==> src/pkg/node_cfg_defs.vh <==
/*
 constants for the analogue node configuration register bank:
 register numbers, field positions, reset values, timing counts.
 assumes inclusion by bare name from the design file.
*/
// Contract
// - the identification register is read-only and carries a chip code in 31:24, revision in 15:8 and version in 7:0.
// - identification bit 16 shows the oscillator-select pin caught at power-up, 0 crystal, 1 internal 20 MHz oscillator.
// - writing 1 to node setup bit 31 blocks all later writes to node setup and link control and status.
// - node setup bit 0 selects the header format, 0 three-byte and 1 one-byte, and resets to 0.
// - the node number register holds a 16-bit read-write identifier in 15:0 that resets to zero and is not relied on.
// - a system reset is raised by the external reset pin, a supply brown-out or watchdog expiry.
// - a sleep sequence or a clock source change raises only a processor-tile reset.
// - a system reset is held for a counter running 524,288 oscillator clock cycles.
// - writing 1 to reset and mode bit 0 starts a system reset and the bit clears itself.
// - a reset and mode write that sets either reset bit sends no response packet even if one was asked for.
// - writing 1 to reset and mode bit 1 starts a processor-tile reset only and the bit clears itself.
// - reset and mode bit 2 enables the USB block, clearing it disables and resets the USB registers, reset value 0.
// - reset and mode bit 3 gates USB peripheral register access, allowed only at 1, reset value 0.
// - reset and mode bits 17:16 drive the two processor mode pins and bit 24 tristates them.
// - a system reset resets the whole system including external devices, a tile reset only the processor tiles.
`ifndef NODE_CFG_DEFS_VH
`define NODE_CFG_DEFS_VH

`define REG_IDENTIFICATION        8'h00
`define REG_NODE_SETUP            8'h04
`define REG_NODE_NUMBER           8'h05
`define REG_RESET_AND_MODE        8'h50
`define REG_OSCILLATOR_FREQUENCY  8'h51
`define REG_LINK_CONTROL_STATUS   8'h80
`define REG_WATCHDOG_CONTROL      8'hD6
`define REG_WATCHDOG_OFF          8'hD7

`define ID_CHIP_MSB               31
`define ID_CHIP_LSB               24
`define ID_OSC_BIT                16
`define ID_REV_MSB                15
`define ID_REV_LSB                8
`define ID_VER_MSB                7
`define ID_VER_LSB                0

`define SETUP_LOCK_BIT            31
`define SETUP_HDR_BIT             0

`define NUMBER_MSB                15

`define RM_SYS_RST_BIT            0
`define RM_TILE_RST_BIT           1
`define RM_USB_EN_BIT             2
`define RM_USB_ACC_BIT            3
`define RM_MODE_LSB               16
`define RM_MODE_MSB               17
`define RM_MODE_TRI_BIT           24

`define SYS_RST_CYCLES            524288
`define TILE_RST_CYCLES           16
`define SYNC_STAGES               3

`define LINK_CTRL_RESET           32'h0000_0801
`define OSC_FREQ_RESET            32'h0000_0019
`define WDOG_CTRL_RESET           32'h0000_03E8
`define WDOG_OFF_RESET            32'h0D15_AB1E

`define LINK_CTRL_WMASK           32'hC03F_FFFF
`define OSC_FREQ_WMASK            32'h0000_007F

`endif

==> src/node_cfg_regs.v <==
/*
 analogue node configuration register bank with reset and mode control.
 assumes a configuration packet decoder that presents one read or write
 per cycle with a response request flag, and external reset sources that
 are asynchronous to ref_clk and pass through the pin synchronisers.
*/
`include "node_cfg_defs.vh"

module node_cfg_regs #(
   parameter [7:0]  CHIP_CODE       = 8'hA5,  // arbitrary value
   parameter [7:0]  BLOCK_REVISION  = 8'h11,  // arbitrary value
   parameter [7:0]  BLOCK_VERSION   = 8'h22,  // arbitrary value
   parameter        SYS_RST_CYCLES  = `SYS_RST_CYCLES,
   parameter        TILE_RST_CYCLES = `TILE_RST_CYCLES
) (
   input  wire        ref_clk,
   input  wire        rst_n,
   input  wire        cfg_req,
   input  wire        cfg_write,
   input  wire        cfg_resp_wanted,
   input  wire [7:0]  cfg_num,
   input  wire [31:0] cfg_wdata,
   output reg         cfg_resp,
   output reg         cfg_ack,
   output reg  [31:0] cfg_rdata,
   input  wire        oscillator_select_pin,
   input  wire        ext_reset_pin_n,
   input  wire        brownout_pin,
   input  wire        watchdog_expired,
   input  wire        sleep_sequence,
   input  wire        clock_source_change,
   output reg         system_reset,
   output reg         tile_reset,
   output reg         header_one_byte,
   output reg         usb_enable,
   output reg         usb_reset,
   output reg         usb_access_en,
   output reg  [1:0]  mode_pins_out,
   output reg  [1:0]  mode_pins_oe,
   output reg  [31:0] link_control_status_q,
   output reg  [31:0] oscillator_frequency_q,
   output reg  [31:0] watchdog_control_q,
   output reg  [31:0] watchdog_off_q
);

   localparam ST_RUN  = 2'b00;
   localparam ST_SYS  = 2'b01;
   localparam ST_TILE = 2'b10;

   reg  [2:0]  rst_pin_sync_q;
   reg  [2:0]  bo_sync_q;
   reg  [2:0]  osc_sync_q;
   reg         rst_pin_low_q;
   reg         bo_high_q;
   reg         osc_caught_q;
   reg         osc_seen_q;
   reg  [1:0]  osc_fill_q;
   reg  [1:0]  state_q;
   reg  [19:0] count_q;
   reg         lock_q;
   reg         hdr_q;
   reg  [15:0] number_q;
   reg         usb_en_q;
   reg         usb_acc_q;
   reg  [1:0]  mode_q;
   reg         mode_tri_q;
   wire        hw_sys_cause;
   wire        wr;
   wire        rm_wr;
   wire        sys_cause;
   wire        tile_cause;
   wire        sw_sys;
   wire        sw_tile;

   // two oldest synchroniser stages agree
   function stages_agree;
      input [2:0] stages;
      begin
         stages_agree = (stages[1] == stages[2]);
      end
   endfunction

   // register read path
   function [31:0] read_mux;
      input [7:0] num;
      begin
         read_mux = 32'h0000_0000;
         case (num)
            `REG_IDENTIFICATION:
            begin
               read_mux[`ID_CHIP_MSB:`ID_CHIP_LSB] = CHIP_CODE;
               read_mux[`ID_OSC_BIT]               = osc_caught_q;
               read_mux[`ID_REV_MSB:`ID_REV_LSB]   = BLOCK_REVISION;
               read_mux[`ID_VER_MSB:`ID_VER_LSB]   = BLOCK_VERSION;
            end
            `REG_NODE_SETUP:
            begin
               read_mux[`SETUP_LOCK_BIT] = lock_q;
               read_mux[`SETUP_HDR_BIT]  = hdr_q;
            end
            `REG_NODE_NUMBER:
               read_mux[`NUMBER_MSB:0] = number_q;
            `REG_RESET_AND_MODE:
            begin
               read_mux[`RM_USB_EN_BIT]                 = usb_en_q;
               read_mux[`RM_USB_ACC_BIT]                = usb_acc_q;
               read_mux[`RM_MODE_MSB:`RM_MODE_LSB]      = mode_q;
               read_mux[`RM_MODE_TRI_BIT]               = mode_tri_q;
            end
            `REG_OSCILLATOR_FREQUENCY:
               read_mux = oscillator_frequency_q;
            `REG_LINK_CONTROL_STATUS:
               read_mux = link_control_status_q;
            `REG_WATCHDOG_CONTROL:
               read_mux = watchdog_control_q;
            `REG_WATCHDOG_OFF:
               read_mux = watchdog_off_q;
            default:
               read_mux = 32'h0000_0000;
         endcase
      end
   endfunction

   // request qualifiers and reset causes
   assign wr         = cfg_req & cfg_write & (state_q == ST_RUN);
   assign rm_wr      = wr & (cfg_num == `REG_RESET_AND_MODE);
   assign sw_sys     = rm_wr & cfg_wdata[`RM_SYS_RST_BIT];
   assign sw_tile    = rm_wr & cfg_wdata[`RM_TILE_RST_BIT];
   assign hw_sys_cause = rst_pin_low_q | bo_high_q | watchdog_expired;
   assign sys_cause  = hw_sys_cause | sw_sys;
   assign tile_cause = sleep_sequence | clock_source_change | sw_tile;

   // pin synchronisers, change taken when stages two and three agree
   always @(posedge ref_clk or negedge rst_n)
   begin
      if (!rst_n)
      begin
         rst_pin_sync_q <= 3'b111;
         bo_sync_q      <= 3'b000;
         osc_sync_q     <= 3'b000;
         rst_pin_low_q  <= 1'b0;
         bo_high_q      <= 1'b0;
      end
      else
      begin
         rst_pin_sync_q <= {rst_pin_sync_q[1:0], ext_reset_pin_n};
         bo_sync_q      <= {bo_sync_q[1:0], brownout_pin};
         osc_sync_q     <= {osc_sync_q[1:0], oscillator_select_pin};
         if (stages_agree(rst_pin_sync_q))
            rst_pin_low_q <= ~rst_pin_sync_q[2];
         if (stages_agree(bo_sync_q))
            bo_high_q <= bo_sync_q[2];
      end
   end

   // strap caught once after power-up
   always @(posedge ref_clk or negedge rst_n)
   begin
      if (!rst_n)
      begin
         osc_fill_q   <= 2'b00;
         osc_caught_q <= 1'b0;
         osc_seen_q   <= 1'b0;
      end
      else
      begin
         // let the pin reach the third stage first
         if (osc_fill_q != 2'b11)
            osc_fill_q <= osc_fill_q + 2'b01;
         if (!osc_seen_q && osc_fill_q == 2'b11 && stages_agree(osc_sync_q))
         begin
            osc_caught_q <= osc_sync_q[2];
            osc_seen_q   <= 1'b1;
         end
      end
   end

   // reset sequencer
   always @(posedge ref_clk or negedge rst_n)
   begin
      if (!rst_n)
      begin
         state_q      <= ST_SYS;
         count_q      <= 20'h00000;
         system_reset <= 1'b1;
         tile_reset   <= 1'b1;
      end
      else
      begin
         case (state_q)
            ST_RUN:
            begin
               count_q <= 20'h00000;
               if (sys_cause)
               begin
                  state_q      <= ST_SYS;
                  system_reset <= 1'b1;
                  tile_reset   <= 1'b1;
               end
               else if (tile_cause)
               begin
                  state_q    <= ST_TILE;
                  tile_reset <= 1'b1;
               end
            end
            ST_SYS:
            begin
               if (hw_sys_cause)
                  count_q <= 20'h00000;
               else if (count_q == SYS_RST_CYCLES[19:0] - 20'h00001)
               begin
                  state_q      <= ST_RUN;
                  system_reset <= 1'b0;
                  tile_reset   <= 1'b0;
               end
               else
                  count_q <= count_q + 20'h00001;
            end
            ST_TILE:
            begin
               if (sys_cause)
               begin
                  state_q      <= ST_SYS;
                  count_q      <= 20'h00000;
                  system_reset <= 1'b1;
               end
               else if (count_q == TILE_RST_CYCLES[19:0] - 20'h00001)
               begin
                  state_q    <= ST_RUN;
                  tile_reset <= 1'b0;
               end
               else
                  count_q <= count_q + 20'h00001;
            end
            default:
            begin
               state_q      <= ST_SYS;
               count_q      <= 20'h00000;
               system_reset <= 1'b1;
               tile_reset   <= 1'b1;
            end
         endcase
      end
   end

   // register bank, cleared by system reset too
   always @(posedge ref_clk or negedge rst_n)
   begin
      if (!rst_n)
      begin
         lock_q                 <= 1'b0;
         hdr_q                  <= 1'b0;
         number_q               <= 16'h0000;
         usb_en_q               <= 1'b0;
         usb_acc_q              <= 1'b0;
         mode_q                 <= 2'b00;
         mode_tri_q             <= 1'b0;
         link_control_status_q  <= `LINK_CTRL_RESET;
         oscillator_frequency_q <= `OSC_FREQ_RESET;
         watchdog_control_q     <= `WDOG_CTRL_RESET;
         watchdog_off_q         <= `WDOG_OFF_RESET;
      end
      else if (state_q == ST_SYS)
      begin
         lock_q                 <= 1'b0;
         hdr_q                  <= 1'b0;
         number_q               <= 16'h0000;
         usb_en_q               <= 1'b0;
         usb_acc_q              <= 1'b0;
         mode_q                 <= 2'b00;
         mode_tri_q             <= 1'b0;
         link_control_status_q  <= `LINK_CTRL_RESET;
         oscillator_frequency_q <= `OSC_FREQ_RESET;
         watchdog_control_q     <= `WDOG_CTRL_RESET;
         watchdog_off_q         <= `WDOG_OFF_RESET;
      end
      else if (wr)
      begin
         case (cfg_num)
            `REG_NODE_SETUP:
               if (!lock_q)
               begin
                  lock_q <= cfg_wdata[`SETUP_LOCK_BIT];
                  hdr_q  <= cfg_wdata[`SETUP_HDR_BIT];
               end
            `REG_NODE_NUMBER:
               number_q <= cfg_wdata[`NUMBER_MSB:0];
            `REG_RESET_AND_MODE:
            begin
               usb_en_q   <= cfg_wdata[`RM_USB_EN_BIT];
               usb_acc_q  <= cfg_wdata[`RM_USB_ACC_BIT];
               mode_q     <= cfg_wdata[`RM_MODE_MSB:`RM_MODE_LSB];
               mode_tri_q <= cfg_wdata[`RM_MODE_TRI_BIT];
            end
            `REG_OSCILLATOR_FREQUENCY:
               oscillator_frequency_q <= cfg_wdata & `OSC_FREQ_WMASK;
            `REG_LINK_CONTROL_STATUS:
               if (!lock_q)
                  link_control_status_q <= cfg_wdata & `LINK_CTRL_WMASK;
            `REG_WATCHDOG_CONTROL:
               watchdog_control_q <= cfg_wdata;
            `REG_WATCHDOG_OFF:
               watchdog_off_q <= cfg_wdata;
            default:
               lock_q <= lock_q;
         endcase
      end
   end

   // registered outputs and responses
   always @(posedge ref_clk or negedge rst_n)
   begin
      if (!rst_n)
      begin
         cfg_resp        <= 1'b0;
         cfg_ack         <= 1'b0;
         cfg_rdata       <= 32'h0000_0000;
         header_one_byte <= 1'b0;
         usb_enable      <= 1'b0;
         usb_reset       <= 1'b1;
         usb_access_en   <= 1'b0;
         mode_pins_out   <= 2'b00;
         mode_pins_oe    <= 2'b00;
      end
      else
      begin
         cfg_resp  <= cfg_req & (state_q == ST_RUN) & (~cfg_write | cfg_resp_wanted)
                      & ~sw_sys & ~sw_tile;
         cfg_ack   <= ~cfg_write | (cfg_num != `REG_IDENTIFICATION);
         cfg_rdata <= cfg_write ? 32'h0000_0000 : read_mux(cfg_num);
         header_one_byte <= hdr_q;
         usb_enable      <= usb_en_q;
         usb_reset       <= ~usb_en_q;
         usb_access_en   <= usb_acc_q;
         mode_pins_out   <= mode_q;
         mode_pins_oe    <= {2{~mode_tri_q}};
      end
   end

endmodule

==> config.mk <==
export PLATFORM = sky130hd
export DESIGN_NAME = node_cfg_regs
export DESIGN_NICKNAME = d
export VERILOG_FILES = /design/src/node_cfg_regs.v
export VERILOG_INCLUDE_DIRS = /design/src /design/src/pkg
export SDC_FILE = /design/constraint.sdc
export NUM_CORES = 1
export LEC_CHECK = 0
export BUFFER_PORTS_ARGS = -buffer_cell sky130_fd_sc_hd__buf_2
export CELL_PAD_IN_SITES_DETAIL_PLACEMENT = 1
export CELL_PAD_IN_SITES_GLOBAL_PLACEMENT = 2
export CORE_MARGIN = 5
export CORE_UTILIZATION = 33
export DETAILED_ROUTE_END_ITERATION = 8
export PLACE_DENSITY = 0.88
export SETUP_SLACK_MARGIN = 0.02
export SKIP_CTS_REPAIR_TIMING = 1
export SLEW_MARGIN = 20
export SYNTH_ARGS = -nofsm -noshare
export SYNTH_HDL_FRONTEND = slang
export SYNTH_SLANG_ARGS = --single-unit
export TNS_END_PERCENT = 20
==> constraint.sdc <==
create_clock -name ref_clk -period 2.8 [get_ports ref_clk]
set_input_delay 0.14 -clock ref_clk [delete_from_list [all_inputs] [get_ports ref_clk]]
set_output_delay 0.14 -clock ref_clk [all_outputs]
set_load 0.03 [all_outputs]
==> results_dict.tcl, run 1 <==
set metrics [dict create \
    final_cell_mix "nand2_1 (195), buf_2 (188), dfrtp_1 (165)" \
    synth-main-ff-cell "dfrtp_1" \
    status "completed" \
    start_util_pct 33.3 \
    netlist_area_um2 8930 \
    crit_fanout 6 \
    vias 7595 \
    crit_family "simple AND/OR/NAND/NOR gates" \
    slew_headroom_pct 41.3 \
    wl_per_cell_um 20.8 \
    cp-end-kind "register" \
    grt_pass1_wl_um 47600 \
    clockRootBuffer "clkbuf_16" \
    max_freq_mhz 393 \
    hp-class "input port to register" \
    whs_ns 0.0117 \
    timing_worst_setup_path_type "register to register" \
    area_delta_synth_final_pct 25.2 \
    clock_skew_ns 0.0166 \
    die_w_um 175 \
    setup_violations 0 \
    track_usage_pct 19.9 \
    antenna_found_initial 1 \
    drt_iter0_markers 409 \
    ys_ff_latch 198 \
    die-area_um2 30500 \
    ys_seq_area_share_pct 55.9 \
    rsz0062_at_grt "false" \
    dp_hpwl_um 20700 \
    core_region_area_um2 26800 \
    cts_sinks 198 \
    synth.distinct_cells 53 \
    io_buffers 189 \
    io-pin-count 223 \
    drv_slew 0 \
    fin_crit_sh_pct 90.9 \
    cp_slowest_cell "dfstp_2" \
    overflow 0 \
    postRouteWirelength_um 30600 \
    synthArstFlopShare_pct 100 \
    cp.arrival_ns 2.85 \
    peakVddDrop_mv 0.271 \
    p_leak_nw 5.27 \
    worst-r2r-setup-slack_ns 0.26 \
    yosysWarnings 0 \
    cts_max_path_buffers 2 \
    rows 60 \
    viasPerCell 5.16 \
    cts_buffers 17 \
    cts_tree "done" \
    holdPathStages 3 \
    die_y_um 175 \
    synth_edf_count 0 \
    slowest_delay_ns 0.56 \
    synth_cells 906 \
    final_common_cell "nand2_1" \
    fin_nets 1172 \
    cp_cell_sequence "inv_1, ha_1, and3_1, a41o_2, or3_1, o21ai_1, mux2_2" \
    crit_buf_inv 1 \
    clk_latency_ns 0.44 \
    crit_required_ns 3.11 \
    synth_area_per_cell_um2 9.86 \
    setup_tns_ns 0 \
    p_per_area_nw_per_um2 512 \
    timing.rr.start "state_q[0]" \
    hold_violations 0 \
    rr_endpoint "count_q[0]" \
    period_minus_slack_ns 2.54 \
    clkTransAtPathRegs_ns 0.07 \
    r2r_cells 7 \
    nFillCells 3062 \
    holdCritStartpoint "cfg_wdata[31]" \
    drv_cap 0 \
    h-tree-depth 4 \
    place_congestion 0.812 \
    grt_max_degree 85 \
    route.detailed.drc 0 \
    ant_nets 0 \
    startpoint "state_q[0]" \
    hold_path_end "watchdog_control_q[31]" \
    drtPass1Iterations 6 \
    drive_above_1_share_pct 26.7 \
    worst_setup_path_start_kind "register" \
    worst_slew_pin_slew_ns 0.880 \
    grt_pass1_vias 8089 \
]
## how the worst max path moves through the flow
stage / slack (ns) / to / cells after the start
global route: 0.17 / tile_reset / 7
detailed placement: 0.29 / tile_reset / 7
CTS: 0.27 / count_q[0] / 7
finish: 0.26 / count_q[0] / 7
global placement: 0.34 / count_q[0] / 7
floorplan: 0.38 / count_q[0] / 8
## cells in the mapped netlist (all sizes together) (2+ instances only)
cell type | count | area (um^2)
nand4 | 5 | 31.3
a31oi | 4 | 25.0
nand2 | 196 | 736
mux2 | 6 | 67.6
nor4 | 7 | 73.8
nor3 | 14 | 70.1
buf | 44 | 308
a41oi | 3 | 26.3
a22oi | 5 | 37.5
a221oi | 7 | 67.6
o211ai | 2 | 15.0
inv | 14 | 52.6
a21oi | 85 | 425
mux2i | 44 | 440
xor2 | 5 | 43.8
or3 | 3 | 23.8
a22o | 17 | 149
dfstp | 33 | 867
or4 | 3 | 22.5
and4b | 3 | 30.0
and2 | 2 | 12.5
xnor2 | 12 | 105
clkbuf | 49 | 185
o21ai | 23 | 115
a222oi | 12 | 120
dfrtp | 165 | 4130
nand3 | 44 | 220
nor2 | 67 | 251
and3 | 9 | 56.3
ha | 5 | 62.6
nand3b | 2 | 15.0
## state kept, by name, summed over array words and instances (netlist names), 2 cells and up
signal / cells
mode_pins_out: 2
osc_sync_q: 3
link_control_status_q: 24
count_q: 20
rst_pin_sync_q: 3
mode_q: 2
cfg_rdata: 32
osc_fill_q: 2
state_q: 2
oscillator_frequency_q: 7
number_q: 16
watchdog_off_q: 32
bo_sync_q: 3
watchdog_control_q: 32
## per-stage QoR
stage / instance area (um^2) / std cells / utilization [%] / total power, mW / setup slack [ns]
detailed placement: 10200 / 1404 / 38.2 / 3.21 / 0.285
finish: 11200 / 1471 / 41.7 / 5.73 / 0.256
floorplan: 9050 / 938 / - / 3.09 / 0.376
global placement: 10200 / 1404 / 38.2 / 3.21 / 0.338
global route: 11200 / 1471 / 41.7 / 5.94 / 0.172
CTS: 10800 / 1436 / 40.4 / 5.76 / 0.270
## kinds of logic (layout without fill, tap and decap cells)
group	count (synthesis)	count (layout)	share of synthesized area (%)
AO/OA/AOI/OAI	167	167	11.9
XOR/XNOR	17	17	1.67
adder cells (fa/ha/maj)	6	6	0.812
buffers and inverters	107	298	6.11
flip-flops	198	198	55.9
multiplexers	50	50	5.69
other	1	34	0.0420
AND/OR/NAND/NOR	360	360	17.8
## area by class of cell
type / instances / area (um^2) / area share [%]
Sequential cell: 198 / 5000 / 44.7
Antenna cell: 1 / 2.50 / 0.0224
Timing Repair Buffer: 252 / 1550 / 13.9
Clock buffer: 17 / 425 / 3.80
Clock inverter: 15 / 186 / 1.67
Multi-Input combinational cell: 633 / 3540 / 31.7
Inverter: 14 / 52.6 / 0.470
Tap cell: 341 / 427 / 3.82
## per-layer routing
layer  track usage, %  part of all wire [%]
met5                0                     0
met4             6.15                   1.9
met3             5.33                   6.1
met2             32.9                    49
met1             25.5                    43
## worst reg2reg max path: stages, from the launching register on
cell	delay [ns]
dfstp_2	0.56
inv_1	0.09
ha_1	0.27
and3_1	0.24
a41o_2	0.29
or3_1	0.42
o21ai_1	0.20
mux2_2	0.35
## power by group
| group | switching, mW | total, mW | internal (mW) | leakage (nW) |
|---|---|---|---|---|
| Sequential | 0.00737 | 2.88 | 2.87 | 2.61 |
| Clock | 1.25 | 2.54 | 1.29 | 0.299 |
| Combinational | 0.215 | 0.308 | 0.0920 | 2.36 |
| Total | 1.48 | 5.73 | 4.25 | 5.27 |
(Power assumes the default switching activity.)
==> run 2: changes to the inputs <==
--- a/config.mk
+++ b/config.mk
@@ -6,13 +6,15 @@
 export SDC_FILE = /design/constraint.sdc
 export NUM_CORES = 1
 export LEC_CHECK = 0
+export ABC_AREA = 1
 export BUFFER_PORTS_ARGS = -buffer_cell sky130_fd_sc_hd__buf_2
 export CELL_PAD_IN_SITES_DETAIL_PLACEMENT = 1
 export CELL_PAD_IN_SITES_GLOBAL_PLACEMENT = 2
 export CORE_MARGIN = 5
-export CORE_UTILIZATION = 33
+export CORE_UTILIZATION = 31
 export DETAILED_ROUTE_END_ITERATION = 8
-export PLACE_DENSITY = 0.88
+export PLACE_DENSITY = 0.87
+export RECOVER_POWER = 100
 export SETUP_SLACK_MARGIN = 0.02
 export SKIP_CTS_REPAIR_TIMING = 1
 export SLEW_MARGIN = 20
==> results_dict.tcl, run 2 <==
set metrics [dict create \
    cp.arrival_ns 2.82 \
    postRouteWirelength_um 33800 \
    place_congestion 0.883 \
    clkTransAtPathRegs_ns 0.09 \
    timing.rr.start "state_q[1]" \
    r2r_cells 5 \
    synth_top_area_share_pct 44.0 \
    wl_per_cell_um 19.4 \
    vias 8549 \
    grt_pass1_wl_um 51900 \
    fin_crit_sh_pct 91.3 \
    slew_headroom_pct -45.2 \
    drtPass1Iterations 5 \
    synth_cells 1135 \
    dp_hpwl_um 24600 \
    worst_slew_pin_slew_ns 2.18 \
    route.detailed.drc 0 \
    synth.distinct_cells 46 \
    final_cell_mix "nand2_1 (347), dfrtp_1 (165), clkbuf_1 (144)" \
    antenna_found_initial 3 \
    max_freq_mhz 391 \
    synth_area_leaders "dfrtp_1 (44%), nand2_1 (14%), dfstp_2 (9.2%)" \
    viasPerCell 4.89 \
    rr_endpoint "mode_q[1]" \
    ant_nets 0 \
    die_y_um 184 \
    status "complete, but fails checks" \
    rsz0062_at_grt "false" \
    yosysMostFrequentCell "nand2_1" \
    drv_slew 90 \
    clockRootBuffer "clkbuf_16" \
    crit_required_ns 3.06 \
    die_w_um 184 \
    hold_violations 1 \
    track_usage_pct 19.7 \
    hp-class "input port to register" \
    clock_skew_ns 0.0145 \
    period_minus_slack_ns 2.56 \
    fin_nets 1399 \
    io_buffers 189 \
    area_delta_synth_final_pct 20.0 \
    core_region_area_um2 29800 \
    cts_buffers 17 \
    setup_tns_ns 0 \
    endpoint "mode_q[1]" \
    synth_largest_area_cell "dfrtp_1" \
    ys_ff_latch 198 \
    cts_sinks 198 \
    seqCellArea_um2 5000 \
    drv_cap 1 \
    crit_fanout 29 \
    holdCritStartpoint "cfg_wdata[26]" \
    synth-main-ff-cell "dfrtp_1" \
    startpoint "state_q[1]" \
    violations "hold timing, capacitance limit, slew limit" \
    h-tree-depth 4 \
    clk_latency_ns 0.44 \
    dp.cells 1697 \
    drt_iter0_markers 437 \
    ys_seq_area_share_pct 53.3 \
    drive_above_1_share_pct 11.7 \
    peakVddDrop_mv 0.426 \
    yosysWarnings 0 \
    overflow 0 \
    cts_tree "done" \
    die-area_um2 33800 \
    multi_input_area_um2 3600 \
    nFillCells 3701 \
    worst_setup_path_start_kind "register" \
    synth_area_per_cell_um2 8.27 \
    grt_max_degree 92 \
    cp-end-kind "register" \
    timing_worst_setup_path_type "register to register" \
    start_util_pct 31.5 \
    worst-r2r-setup-slack_ns 0.24 \
    fin_cells 1747 \
    synth_edf_count 0 \
    reg_top3 "cfg_rdata (32), watchdog_control_q (32), watchdog_off_q (32)" \
    p_leak_nw 5.27 \
    synthArstFlopShare_pct 100 \
    rows 63 \
    setup_violations 0 \
    io-pin-count 223 \
    grt_pass1_vias 8996 \
    synth_common_cells "nand2_1 (345), dfrtp_1 (165), nor2_1 (103), o21ai_0 (96), inv_1 (88)" \
    p_per_area_nw_per_um2 1020 \
    final_common_cell "nand2_1" \
    cts_max_path_buffers 2 \
    netlist_area_um2 9380 \
    whs_ns -0.00385 \
]
-- run 2: changes by cell type after synthesis, sizes merged, moves of 11 or more --
cell / delta
a21oi: -59
a222oi: -12
a22o: -17
buf: +13
clkbuf: -29
inv: +82
mux2i: -44
nand2: +152
nand3: +31
nand4: +13
nor2: +38
o21ai: +114
xnor2: -11
-- run 2: kinds of logic (layout without fill, tap and decap cells) --
logic type / Yosys count / after routing / synth area share, %
compound gates: 186 / 186 / 11.3
xor+xnor: 5 / 5 / 0.467
fa+ha+maj: 6 / 6 / 0.774
buf+inv: 174 / 363 / 9.10
flops: 198 / 198 / 53.3
mux: 2 / 2 / 0.240
other cells: 1 / 34 / 0.0400
simple gates: 563 / 563 / 24.9
-- run 2: routing by layer --
metal  GRT usage, %  part of all wire, %  vias to the layer above
li1               -                    -                     4009
met1           25.9                   44                     4261
met2           33.6                   49                      229
met3           2.93                  4.5                       46
met4           6.00                  2.1                        4
met5              0                0.074                        -
-- run 2: area by class of cell --
type	instances	share of cell area, %
repair buffers	234	10.4
flip-flops and latches	198	44.4
clock buffers	17	3.78
diodes	1	0.0222
multi-input cells	795	32.0
well taps	390	4.33
inverters	97	3.23
clock inverters	15	1.96
-- run 2: metrics by stage --
stage          setup WS (ns)  total power [mW]  util, %  cell area [um^2]
5_1_grt                0.104              12.2     37.8             11300
3_5_place_dp           0.450              9.20     36.0             10700
2_1_floorplan          0.890              7.49        -              9500
3_3_place_gp           0.569              9.06     36.0             10700
6_report               0.245              11.5     37.8             11300
4_1_cts                0.402              11.9     38.2             11400
-- run 2: worst min-delay path by stage --
stage / slack [ns] / cells past startpoint / endpoint
after detailed placement: 0.25 / 1 / rst_pin_sync_q[0]
final: -0.004 / 3 / watchdog_off_q[26]
after floorplan: -0.16 / 0 / bo_high_q
after global placement: 0.25 / 1 / rst_pin_sync_q[0]
after CTS: -0.22 / 1 / rst_pin_sync_q[0]
after global routing: 0.004 / 3 / watchdog_off_q[26]
-- run 2: worst max-delay path: stages (launching register included) --
cell	delay, ns
dfrtp_1	0.38
inv_1	0.08
ha_1	0.22
clkbuf_2	0.47
a21oi_1	0.98
o21ai_0	0.24
-- run 2: where the power goes --
group          total, mW  switching, mW  leakage (nW)  internal [mW]
logic               4.40           3.48          2.45          0.917
clock network       2.65           1.33         0.310           1.32
registers           4.45          0.648          2.51           3.80
total               11.5           5.45          5.27           6.04
